## src/verilog/hrp_map.vh

```
`ifndef HRP_MAP_VH
`define HRP_MAP_VH
// Bus style codes
`define HRP_STYLE_ASYNC_A   3'h0
`define HRP_STYLE_ASYNC_B   3'h1
`define HRP_STYLE_SYNC      3'h7
// Chip select decode
`define HRP_CS_SELF         3'h0
`define HRP_CS_RSVD         3'h6
`define HRP_CS_ALL          3'h7
`define HRP_CS_COUNT        6
// Register offsets
`define HRP_REG_DRV_ON      8'h00
`define HRP_REG_RX_TERM     8'h01
`define HRP_REG_STATUS      8'h02
`define HRP_REG_IRQ_MASK    8'h03
`define HRP_REG_IRQ_STAT    8'h04
`define HRP_REG_SCRATCH     8'h05
// Reset values
`define HRP_RST_DRV_ON      8'hff
`define HRP_RST_RX_TERM     8'h00
`define HRP_RST_MASK        8'h00
`define HRP_RST_BYTE        8'h00
// Access states
`define HRP_ST_IDLE         2'h0
`define HRP_ST_ACT          2'h1
`define HRP_ST_DONE         2'h2
`endif

```

## src/verilog/hrp_host_register_port.v

```verilog
// Function
// - Bus style picked by select pins: 000, 001 asynchronous, 111 synchronous.
// - Eight-bit two-way data bus, device drives on reads, processor on writes.
// - Top three address bits drive companion chip-select decoder, not registers.
// - Low eight address bits select one register directly, no paging.
// - Read and write strobes ignored while active-low select is high.
// - Software writes configuration registers and reads monitoring registers.
// - Status readable by polling, and also signalled by interrupt output.
// - Low line-driver-on bit switches that channel's transmitter off.
// - Asynchronous styles latch low address on falling edge of address strobe.
// - Active-low done output goes low when access completes.
`timescale 1ns/1ps
`default_nettype none
`include "hrp_map.vh"

// ****************************************
// Operating notes
// ****************************************
// The style straps are static; changing them mid-access gives an undefined cycle.
// Style codes other than the three decoded ones fall back to separate strobes.
// Async styles follow the low address while the latch strobe is high.
// The low address is then held from the strobe's fall until the next strobe.
// Tie the latch strobe high to make the async styles follow the address pins.
// The synchronous style always uses the address pins directly.
// An access is taken in idle, runs one cycle, then waits in done.
// Done stays low until the strobe is released, so the host sees a full handshake.
// Read data is registered and held for the whole done phase.
// The bus output enable is low only while a selected read is being answered.
// Unmapped addresses read back zero and ignore writes.
// Status bits are sticky on a rising channel status edge.
// Writing ones to the sticky register clears it, but a new edge in the same
// cycle wins, so no rising status edge is ever lost.
// The interrupt output is the masked sticky status, registered.
// Companion selects follow the select and upper address one cycle late.
// The receiver termination order during card swaps is up to software:
// terminate the backup receivers first, then float the primary ones.
// A low line-driver-on bit turns that channel's transmitter off.
// All outputs come straight from flip-flops to keep the pins glitch free.

module hrp_host_register_port #(
    parameter CHANNELS = 8
) (
    input  wire                clk,
    input  wire                sys_rst,
    input  wire [2:0]          bus_style_select,
    input  wire [10:0]         addr,
    input  wire                addr_strobe,
    input  wire                rd_n,
    input  wire                wr_n,
    input  wire                sel_n,
    input  wire [7:0]          data_in,
    output reg  [7:0]          data_out,
    output reg  [7:0]          data_oe_n,
    output reg                 done_n,
    output reg  [`HRP_CS_COUNT-2:0] comp_cs_n,
    output reg  [CHANNELS-1:0] line_driver_on,
    output reg  [CHANNELS-1:0] rx_internal_term,
    output reg                 irq_n,
    input  wire [7:0]          chan_status
);

    // ****************************************
    // Strobe decode per bus style
    // ****************************************
    reg        ale_d;
    reg  [7:0] addr_lat;
    reg  [7:0] st_prev;
    reg  [1:0] state;
    reg  [1:0] next_state;
    reg        acc_write;
    reg  [7:0] irq_mask;
    reg  [7:0] irq_stat;
    reg  [7:0] scratch;
    reg        req;
    reg        req_wr;
    wire       style_async = (bus_style_select == `HRP_STYLE_ASYNC_A) ||
                             (bus_style_select == `HRP_STYLE_ASYNC_B);
    wire       style_b     = (bus_style_select == `HRP_STYLE_ASYNC_B) ||
                             (bus_style_select == `HRP_STYLE_SYNC);
    wire [7:0] eff_addr    = style_async ? addr_lat : addr[7:0];
    wire [7:0] stat_rise   = chan_status & ~st_prev;

    // Request decode: style A uses separate strobes, B and sync use enable plus direction
    always @* begin
        req    = 1'b0;
        req_wr = 1'b0;
        if (!sel_n) begin
            if (style_b) begin
                req    = !rd_n;
                req_wr = !wr_n;
            end else begin
                req    = !rd_n || !wr_n;
                req_wr = !wr_n;
            end
        end
    end

    // Register read mux
    function [7:0] hrp_read;
        input [7:0] a;
        begin
            case (a)
                `HRP_REG_DRV_ON:   hrp_read = line_driver_on;
                `HRP_REG_RX_TERM:  hrp_read = rx_internal_term;
                `HRP_REG_STATUS:   hrp_read = chan_status;
                `HRP_REG_IRQ_MASK: hrp_read = irq_mask;
                `HRP_REG_IRQ_STAT: hrp_read = irq_stat;
                `HRP_REG_SCRATCH:  hrp_read = scratch;
                default:           hrp_read = `HRP_RST_BYTE;
            endcase
        end
    endfunction

    // ****************************************
    // Address latch
    // ****************************************
    // Capture low address on falling edge of the address strobe
    always @(posedge clk) begin
        if (sys_rst) begin
            ale_d    <= 1'b0;
            addr_lat <= `HRP_RST_BYTE;
        end else begin
            ale_d <= addr_strobe;
            if (addr_strobe)
                addr_lat <= addr[7:0];
            else if (ale_d && !sel_n)
                addr_lat <= addr_lat;
        end
    end

    // ****************************************
    // Access state machine
    // ****************************************
    always @* begin
        case (state)
            `HRP_ST_IDLE: next_state = req ? `HRP_ST_ACT : `HRP_ST_IDLE;
            `HRP_ST_ACT:  next_state = `HRP_ST_DONE;
            `HRP_ST_DONE: next_state = req ? `HRP_ST_DONE : `HRP_ST_IDLE;
            default:      next_state = `HRP_ST_IDLE;
        endcase
    end

    // Sequencing, register writes and bus drive
    always @(posedge clk) begin
        if (sys_rst) begin
            state            <= `HRP_ST_IDLE;
            acc_write        <= 1'b0;
            done_n           <= 1'b1;
            data_out         <= `HRP_RST_BYTE;
            data_oe_n        <= 8'hff;
            line_driver_on   <= {CHANNELS{1'b1}};
            rx_internal_term <= {CHANNELS{1'b0}};
            irq_mask         <= `HRP_RST_MASK;
            irq_stat         <= `HRP_RST_BYTE;
            scratch          <= `HRP_RST_BYTE;
            st_prev          <= `HRP_RST_BYTE;
            irq_n            <= 1'b1;
        end else begin
            state   <= next_state;
            st_prev <= chan_status;
            if (state == `HRP_ST_IDLE && req)
                acc_write <= req_wr;
            done_n <= !(next_state == `HRP_ST_DONE);
            // Write decode, one register per address
            if (state == `HRP_ST_ACT && acc_write) begin
                case (eff_addr)
                    `HRP_REG_DRV_ON:   line_driver_on   <= data_in[CHANNELS-1:0];
                    `HRP_REG_RX_TERM:  rx_internal_term <= data_in[CHANNELS-1:0];
                    `HRP_REG_IRQ_MASK: irq_mask         <= data_in;
                    `HRP_REG_SCRATCH:  scratch          <= data_in;
                    default:           ;
                endcase
            end
            // Sticky status: set wins over write-one-to-clear
            if (state == `HRP_ST_ACT && acc_write && eff_addr == `HRP_REG_IRQ_STAT)
                irq_stat <= (irq_stat & ~data_in) | stat_rise;
            else
                irq_stat <= irq_stat | stat_rise;
            irq_n <= ~|((irq_stat | stat_rise) & irq_mask);
            // Drive data only during a selected read
            if (state == `HRP_ST_ACT && !acc_write && !sel_n) begin
                data_out  <= hrp_read(eff_addr);
                data_oe_n <= 8'h00;
            end else if (!(state == `HRP_ST_DONE && !acc_write && req)) begin
                data_oe_n <= 8'hff;
            end
        end
    end

    // ****************************************
    // Companion chip-select decoder
    // ****************************************
    wire [`HRP_CS_COUNT-2:0] next_cs_n;
    genvar gi;
    generate
        for (gi = 0; gi < `HRP_CS_COUNT - 1; gi = gi + 1) begin : g_cs
            // Chip gi+1 selected by its code or by the all-devices code
            assign next_cs_n[gi] = !(!sel_n && (addr[10:8] == gi + 1 ||
                                     addr[10:8] == `HRP_CS_ALL));
        end
    endgenerate

    // One register for all selects, so each pin has a single driver
    always @(posedge clk) begin
        if (sys_rst)
            comp_cs_n <= {(`HRP_CS_COUNT-1){1'b1}};
        else
            comp_cs_n <= next_cs_n;
    end

endmodule
`default_nettype wire

```

## config.mk

```make
export PLATFORM = sky130hd
export DESIGN_NAME = hrp_host_register_port
export DESIGN_NICKNAME = d
export VERILOG_FILES = /design/src/verilog/hrp_host_register_port.v
export VERILOG_INCLUDE_DIRS = /design/src /design/src/verilog
export SDC_FILE = /design/constraint.sdc
export NUM_CORES = 1
export LEC_CHECK = 0
export BUFFER_PORTS_ARGS = -buffer_cell sky130_fd_sc_hd__buf_2
export CELL_PAD_IN_SITES_DETAIL_PLACEMENT = 1
export CELL_PAD_IN_SITES_GLOBAL_PLACEMENT = 1
export CORE_ASPECT_RATIO = 1.4
export CORE_MARGIN = 3
export CORE_UTILIZATION = 44
export DETAILED_ROUTE_END_ITERATION = 12
export PLACE_DENSITY_LB_ADDON = 0.1
export SLEW_MARGIN = 10
export SYNTH_ARGS = -nofsm -noshare
export SYNTH_HDL_FRONTEND = slang
export SYNTH_SLANG_ARGS = --single-unit
```

## constraint.sdc

```tcl
create_clock -name clk -period 6.8 [get_ports clk]
set_input_delay 2.04 -clock clk [delete_from_list [all_inputs] [get_ports clk]]
set_output_delay 2.04 -clock clk [all_outputs]
set_load 0.02 [all_outputs]
```

; ---- Word-level counts from Yosys, hierarchy flattened
; Index checks and enable logic that the tools add are counted.
[word_totals]
word_cells = 88
input_bits = 36
register_bits = 82
[classes]
muxes = 11
n_bitwise = 7
n_reduce_logical = 39
n_eq_ne = 17
[ops]
columns = operator, count
row1 = 8-bit one-hot mux with 6 select lines, 1
row2 = 8-bit two-way mux, 4
row3 = 8-bit bitwise AND, 3
row4 = 8-bit by 2-bit == test with 1-bit output (second input constant), 2
row5 = 8-bit by 3-bit == test with 1-bit output (second input constant), 2
row6 = 8-bit NOT, 2
row7 = 8-bit OR, 2
row8 = 3-bit == test (second input constant), 4
row9 = 1-bit logical AND, 12
row10 = 1-bit logical NOT, 11
row11 = 8-bit by 1-bit == test with 1-bit output (second input constant), 1
row12 = 8-bit logical NOT, 1
row13 = 1-bit logical OR, 8
row14 = 2-bit AND reduction, 4
row15 = 8-bit OR reduction, 1
row16 = 3-bit by 1-bit == test with 1-bit output (second input constant), 2
row17 = 3-bit by 2-bit == test with 1-bit output (second input constant), 2
row18 = 2-bit one-hot mux with 3 select lines, 1
row19 = 2-bit == test (second input constant), 2
row20 = 1-bit two-way mux, 4
row21 = 3-bit logical NOT, 1
row22 = 2-bit by 1-bit == test with 1-bit output (second input constant), 1
row23 = 2-bit logical NOT, 1
row24 = 2-bit two-way mux, 1
row25 = 2-bit inequality test (second input constant), 1

; ---- Longest topological paths before layout
[depth]
depth_word = 8
mapped_depth = 6

; ---- Worst setup path after synthesis
; OpenSTA, ideal clock, no wires.
[synth_path]
path_kind = input port to flip-flop
startpoint = input addr[4]
endpoint = register line_driver_on[5]
arrival_ps = 3528
slack_ps = 3132
cell_stages = 6
cell_sequence = or4_4 -> nor4_4 -> o211ai_2 -> buf_2 -> nand2_1 -> o211ai_1
[synth_between]
elab_chain_cells = 3
[synth_lines]
columns = element, line_no
row1 = start: declaration, hrp_host_register_port.v:46  ; input wire [10:0] addr,
row2 = 8-bit two-way mux, hrp_host_register_port.v:80  ; wire [7:0] eff_addr = style_async ? addr_lat : addr[7:0];
row3 = 8-bit logical NOT, hrp_host_register_port.v:166  ; case (eff_addr)
row4 = 2-bit AND reduction (no line), --
row5 = end signal: assignment, hrp_host_register_port.v:151  ; line_driver_on <= {CHANNELS{1'b1}};
row6 = end signal: assignment, hrp_host_register_port.v:167  ; `HRP_REG_DRV_ON: line_driver_on <= data_in[CHANNELS-1:0];
row7 = end: declaration, hrp_host_register_port.v:56  ; output reg [CHANNELS-1:0] line_driver_on,
; No other way between the ends.
; A chain may end at the register's enable or synchronous reset.

; ---- Worst setup path after layout
[layout_path]
startpoint = input bus_style_select[2]
endpoint = register data_out[4]
[layout_between]
elab_chain_cells = 5
word_cells_on_any_way = 11
classes_between = eq/ne: 6 / mux: 2 / reduce/logical: 3
[layout_lines]
columns = element, line_no
row1 = start: declaration, hrp_host_register_port.v:45  ; input wire [2:0] bus_style_select,
row2 = 3-bit by 1-bit == test with 1-bit output (no line) or 3-bit logical NOT (tied branches), --
row3 = 1-bit logical OR *, hrp_host_register_port.v:76  ; wire style_async = (bus_style_select == `HRP_STYLE_ASYNC_A) ||
row4 = 8-bit two-way mux *, hrp_host_register_port.v:80
row5 = 8-bit by 3-bit == test with 1-bit output (tied with other cells), hrp_host_register_port.v:102  ; case (a)
row6 = 8-bit one-hot mux with 6 select lines *, hrp_host_register_port.v:102
row7 = end signal: assignment, hrp_host_register_port.v:149  ; data_out <= `HRP_RST_BYTE;
row8 = end signal: assignment, hrp_host_register_port.v:182  ; data_out <= hrp_read(eff_addr);
row9 = end: declaration, hrp_host_register_port.v:52  ; output reg [7:0] data_out,
; Mark *: on every way between the ends. The rest lies on a longest branch, timed or not.

==> flow_metrics.tcl <==
set metrics [dict create \
    hold_class "reg -> reg" \
    cts_tree "done" \
    maxCapViolCount 0 \
    cp_max_fo 8 \
    antenna_cells 0 \
    cts_buffers 9 \
    antenna_found_initial 0 \
    fmax_ghz 0.262 \
    yosysTopAreaCellShare_pct 45.1 \
    synth.distinct_cells 44 \
    place_hpwl_microns 6470 \
    grt_pass1_wl_microns 14700 \
    grt_setup_unrepaired "false" \
    irDropWorstVdd_mv 0.135 \
    yosysMostFrequentCell "dfxtp_1" \
    cts-root-buf "clkbuf_8" \
    port_buffers 74 \
    critical_path_class "in -> reg" \
    grt_pass1_vias 2932 \
    cp-start-kind "input port" \
    drive_above_1_share_pct 27.4 \
    async_flop_share_pct 0 \
    viasPerCell 5.64 \
    grt_use_total_pct 22.8 \
    core_sq_um 7160 \
    grt.met1_usage_pct 25.3 \
    syn-cell-area_sq_um 3330 \
    clkTransAtPathRegs_ps 80 \
    synth_seq_area_share_pct 45.1 \
    tightest_slew_ps 898 \
    ios 75 \
    postCtsSetupBuffers 0 \
    slew_headroom_pct 40.1 \
    syn-num-nets 377 \
    setup_violations 0 \
    final_util_pct 54.8 \
    wl_microns 9470 \
    die_h_microns 109 \
    cts_resized 0 \
    use_met2_pct 40.5 \
    postRouteAntennaNets 0 \
    worstPathRequired_ps 7050 \
    timing.setup.tns_ps 0 \
    yosys_warnings 0 \
    initial_core_util_pct 46.5 \
    synth_top_cell_by_area "dfxtp_1" \
    area_delta_synth_final_pct 18.0 \
    slew_viol_final 0 \
    drt_first_pass_iters 5 \
    skew_ps 12.9 \
    first_iter_violations 138 \
    final_nets 444 \
    rows 36 \
    num_vias 2863 \
    period_needed_ps 3820 \
    clk_latency_ps 360 \
    top_usage_layer "met2" \
    synth_commonest_cells "75 x dfxtp_1, 42 x nor2_1, 32 x mux2i_1" \
    outcome "finished, final reports clean" \
    cts_buffer_depth 2 \
    gr-usage-met3_pct 3.31 \
    grt_max_degree 61 \
    final_cell_area_sq_um 3930 \
    cts_sinks 75 \
    place_area_sq_um 3720 \
    reg2reg_slack_ps 4430 \
    holdBufCountCts 0 \
    arrival_ps 4070 \
    leakage_nw 1.77 \
    ys_top_cells_by_area "dfxtp_1 45%, mux2i_1 9.6%, nor2_1 4.7%, nand2b_1 3.6%, a22o_1 2.9%" \
    gp_routability_congestion 0.765 \
    die_width_microns 79.5 \
    yosys_most_used_dff "dfxtp_1" \
    power.density_nw_per_um2 234 \
    endpoint_kind "register" \
    power_w 0.000918 \
    htree_levels 3 \
    synth-edff-count 0 \
    synth_area_per_cell_sq_um 9.76 \
    fin_crit_sh_pct 56.2 \
    wire_per_inst_microns 18.6 \
    finalHoldViolations 0 \
    post-route-drc-count 0 \
    syn_inst 341 \
    grt_overflow 0 \
    ys_ff_latch 75 \
    die_area_sq_um 8660 \
]
logic make-up after synthesis:
group	after synthesis	synth area share, %
simple gates	109	19.1
xor+xnor	4	1.05
compound gates	90	20.4
buf+inv	31	4.70
flops	75	45.1
mux	32	9.63
final timing paths:
| kind | from | to | cells past startpoint |
|---|---|---|---|
| worst max-delay path | bus_style_select[2] | data_out[4] | 6 |
| worst min-delay path | scratch[5] | scratch[5] | 2 |
| worst max register to register | addr_lat[0] | data_out[4] | 5 |
| worst min register to register | scratch[5] | scratch[5] | 2 |
where the power goes:
| part | internal (W) | switching (W) |
|---|---|---|
| logic | 0.0000382 | 0.0000608 |
| clock network | 0.000191 | 0.000167 |
| registers | 0.000453 | 0.00000877 |
| total | 0.000681 | 0.000237 |
state kept, by name, indices dropped and copies added (netlist names):
| name | flops |
|---|---|
| addr_lat | 8 |
| comp_cs_n | 5 |
| irq_n | 1 |
| acc_write | 1 |
| irq_mask | 8 |
| rx_internal_term | 8 |
| data_oe_n | 1 |
| irq_stat | 8 |
| scratch | 8 |
| done_n | 1 |
| state | 2 |
| line_driver_on | 8 |
| st_prev | 8 |
| data_out | 8 |
layout make-up:
cell class,count,area (sq um)
Clock buffer,13,159
Clock inverter,3,46.3
Fill cell,880,3240
Inverter,10,37.5
Multi-Input combinational cell,235,1670
Sequential cell,75,1500
Tap cell,95,119
Timing Repair Buffer,77,393
metal layers:
layer,vias up,wire [microns]
li1,1363,-
met1,1399,3760
met2,84,5010
met3,17,447
met4,0,247
met5,-,0
stage by stage:
step | hold WS [ps] | cells | setup WS [ps]
2_1_floorplan | 455 | 341 | 3130
3_3_place_gp | 466 | 492 | 2690
3_5_place_dp | 480 | 492 | 2560
4_1_cts | 497 | 508 | 2940
5_1_grt | 531 | 508 | 2860
6_report | 495 | 508 | 2980
placed cells by master, fill, tap and decap left out, types with 10 or more instances in the layout:
master    Yosys  routed
a22o_1       11      11
mux2i_1      32      32
nand2b_1     19      19
o21ai_0      17      17
o211ai_1     10      10
a21oi_1      14      14
nor2_1       42      42
inv_1        10      10
buf_2         2      74
dfxtp_1      75      75
clkbuf_8      0      11
worst max-delay path: stages:
cell	delay, ps
buf_2	140
or4b_2	630
o21ai_1	490
a222oi_1	220
or2_1	270
a311oi_1	290
No activity file was read; power rests on OpenSTA's default activity.
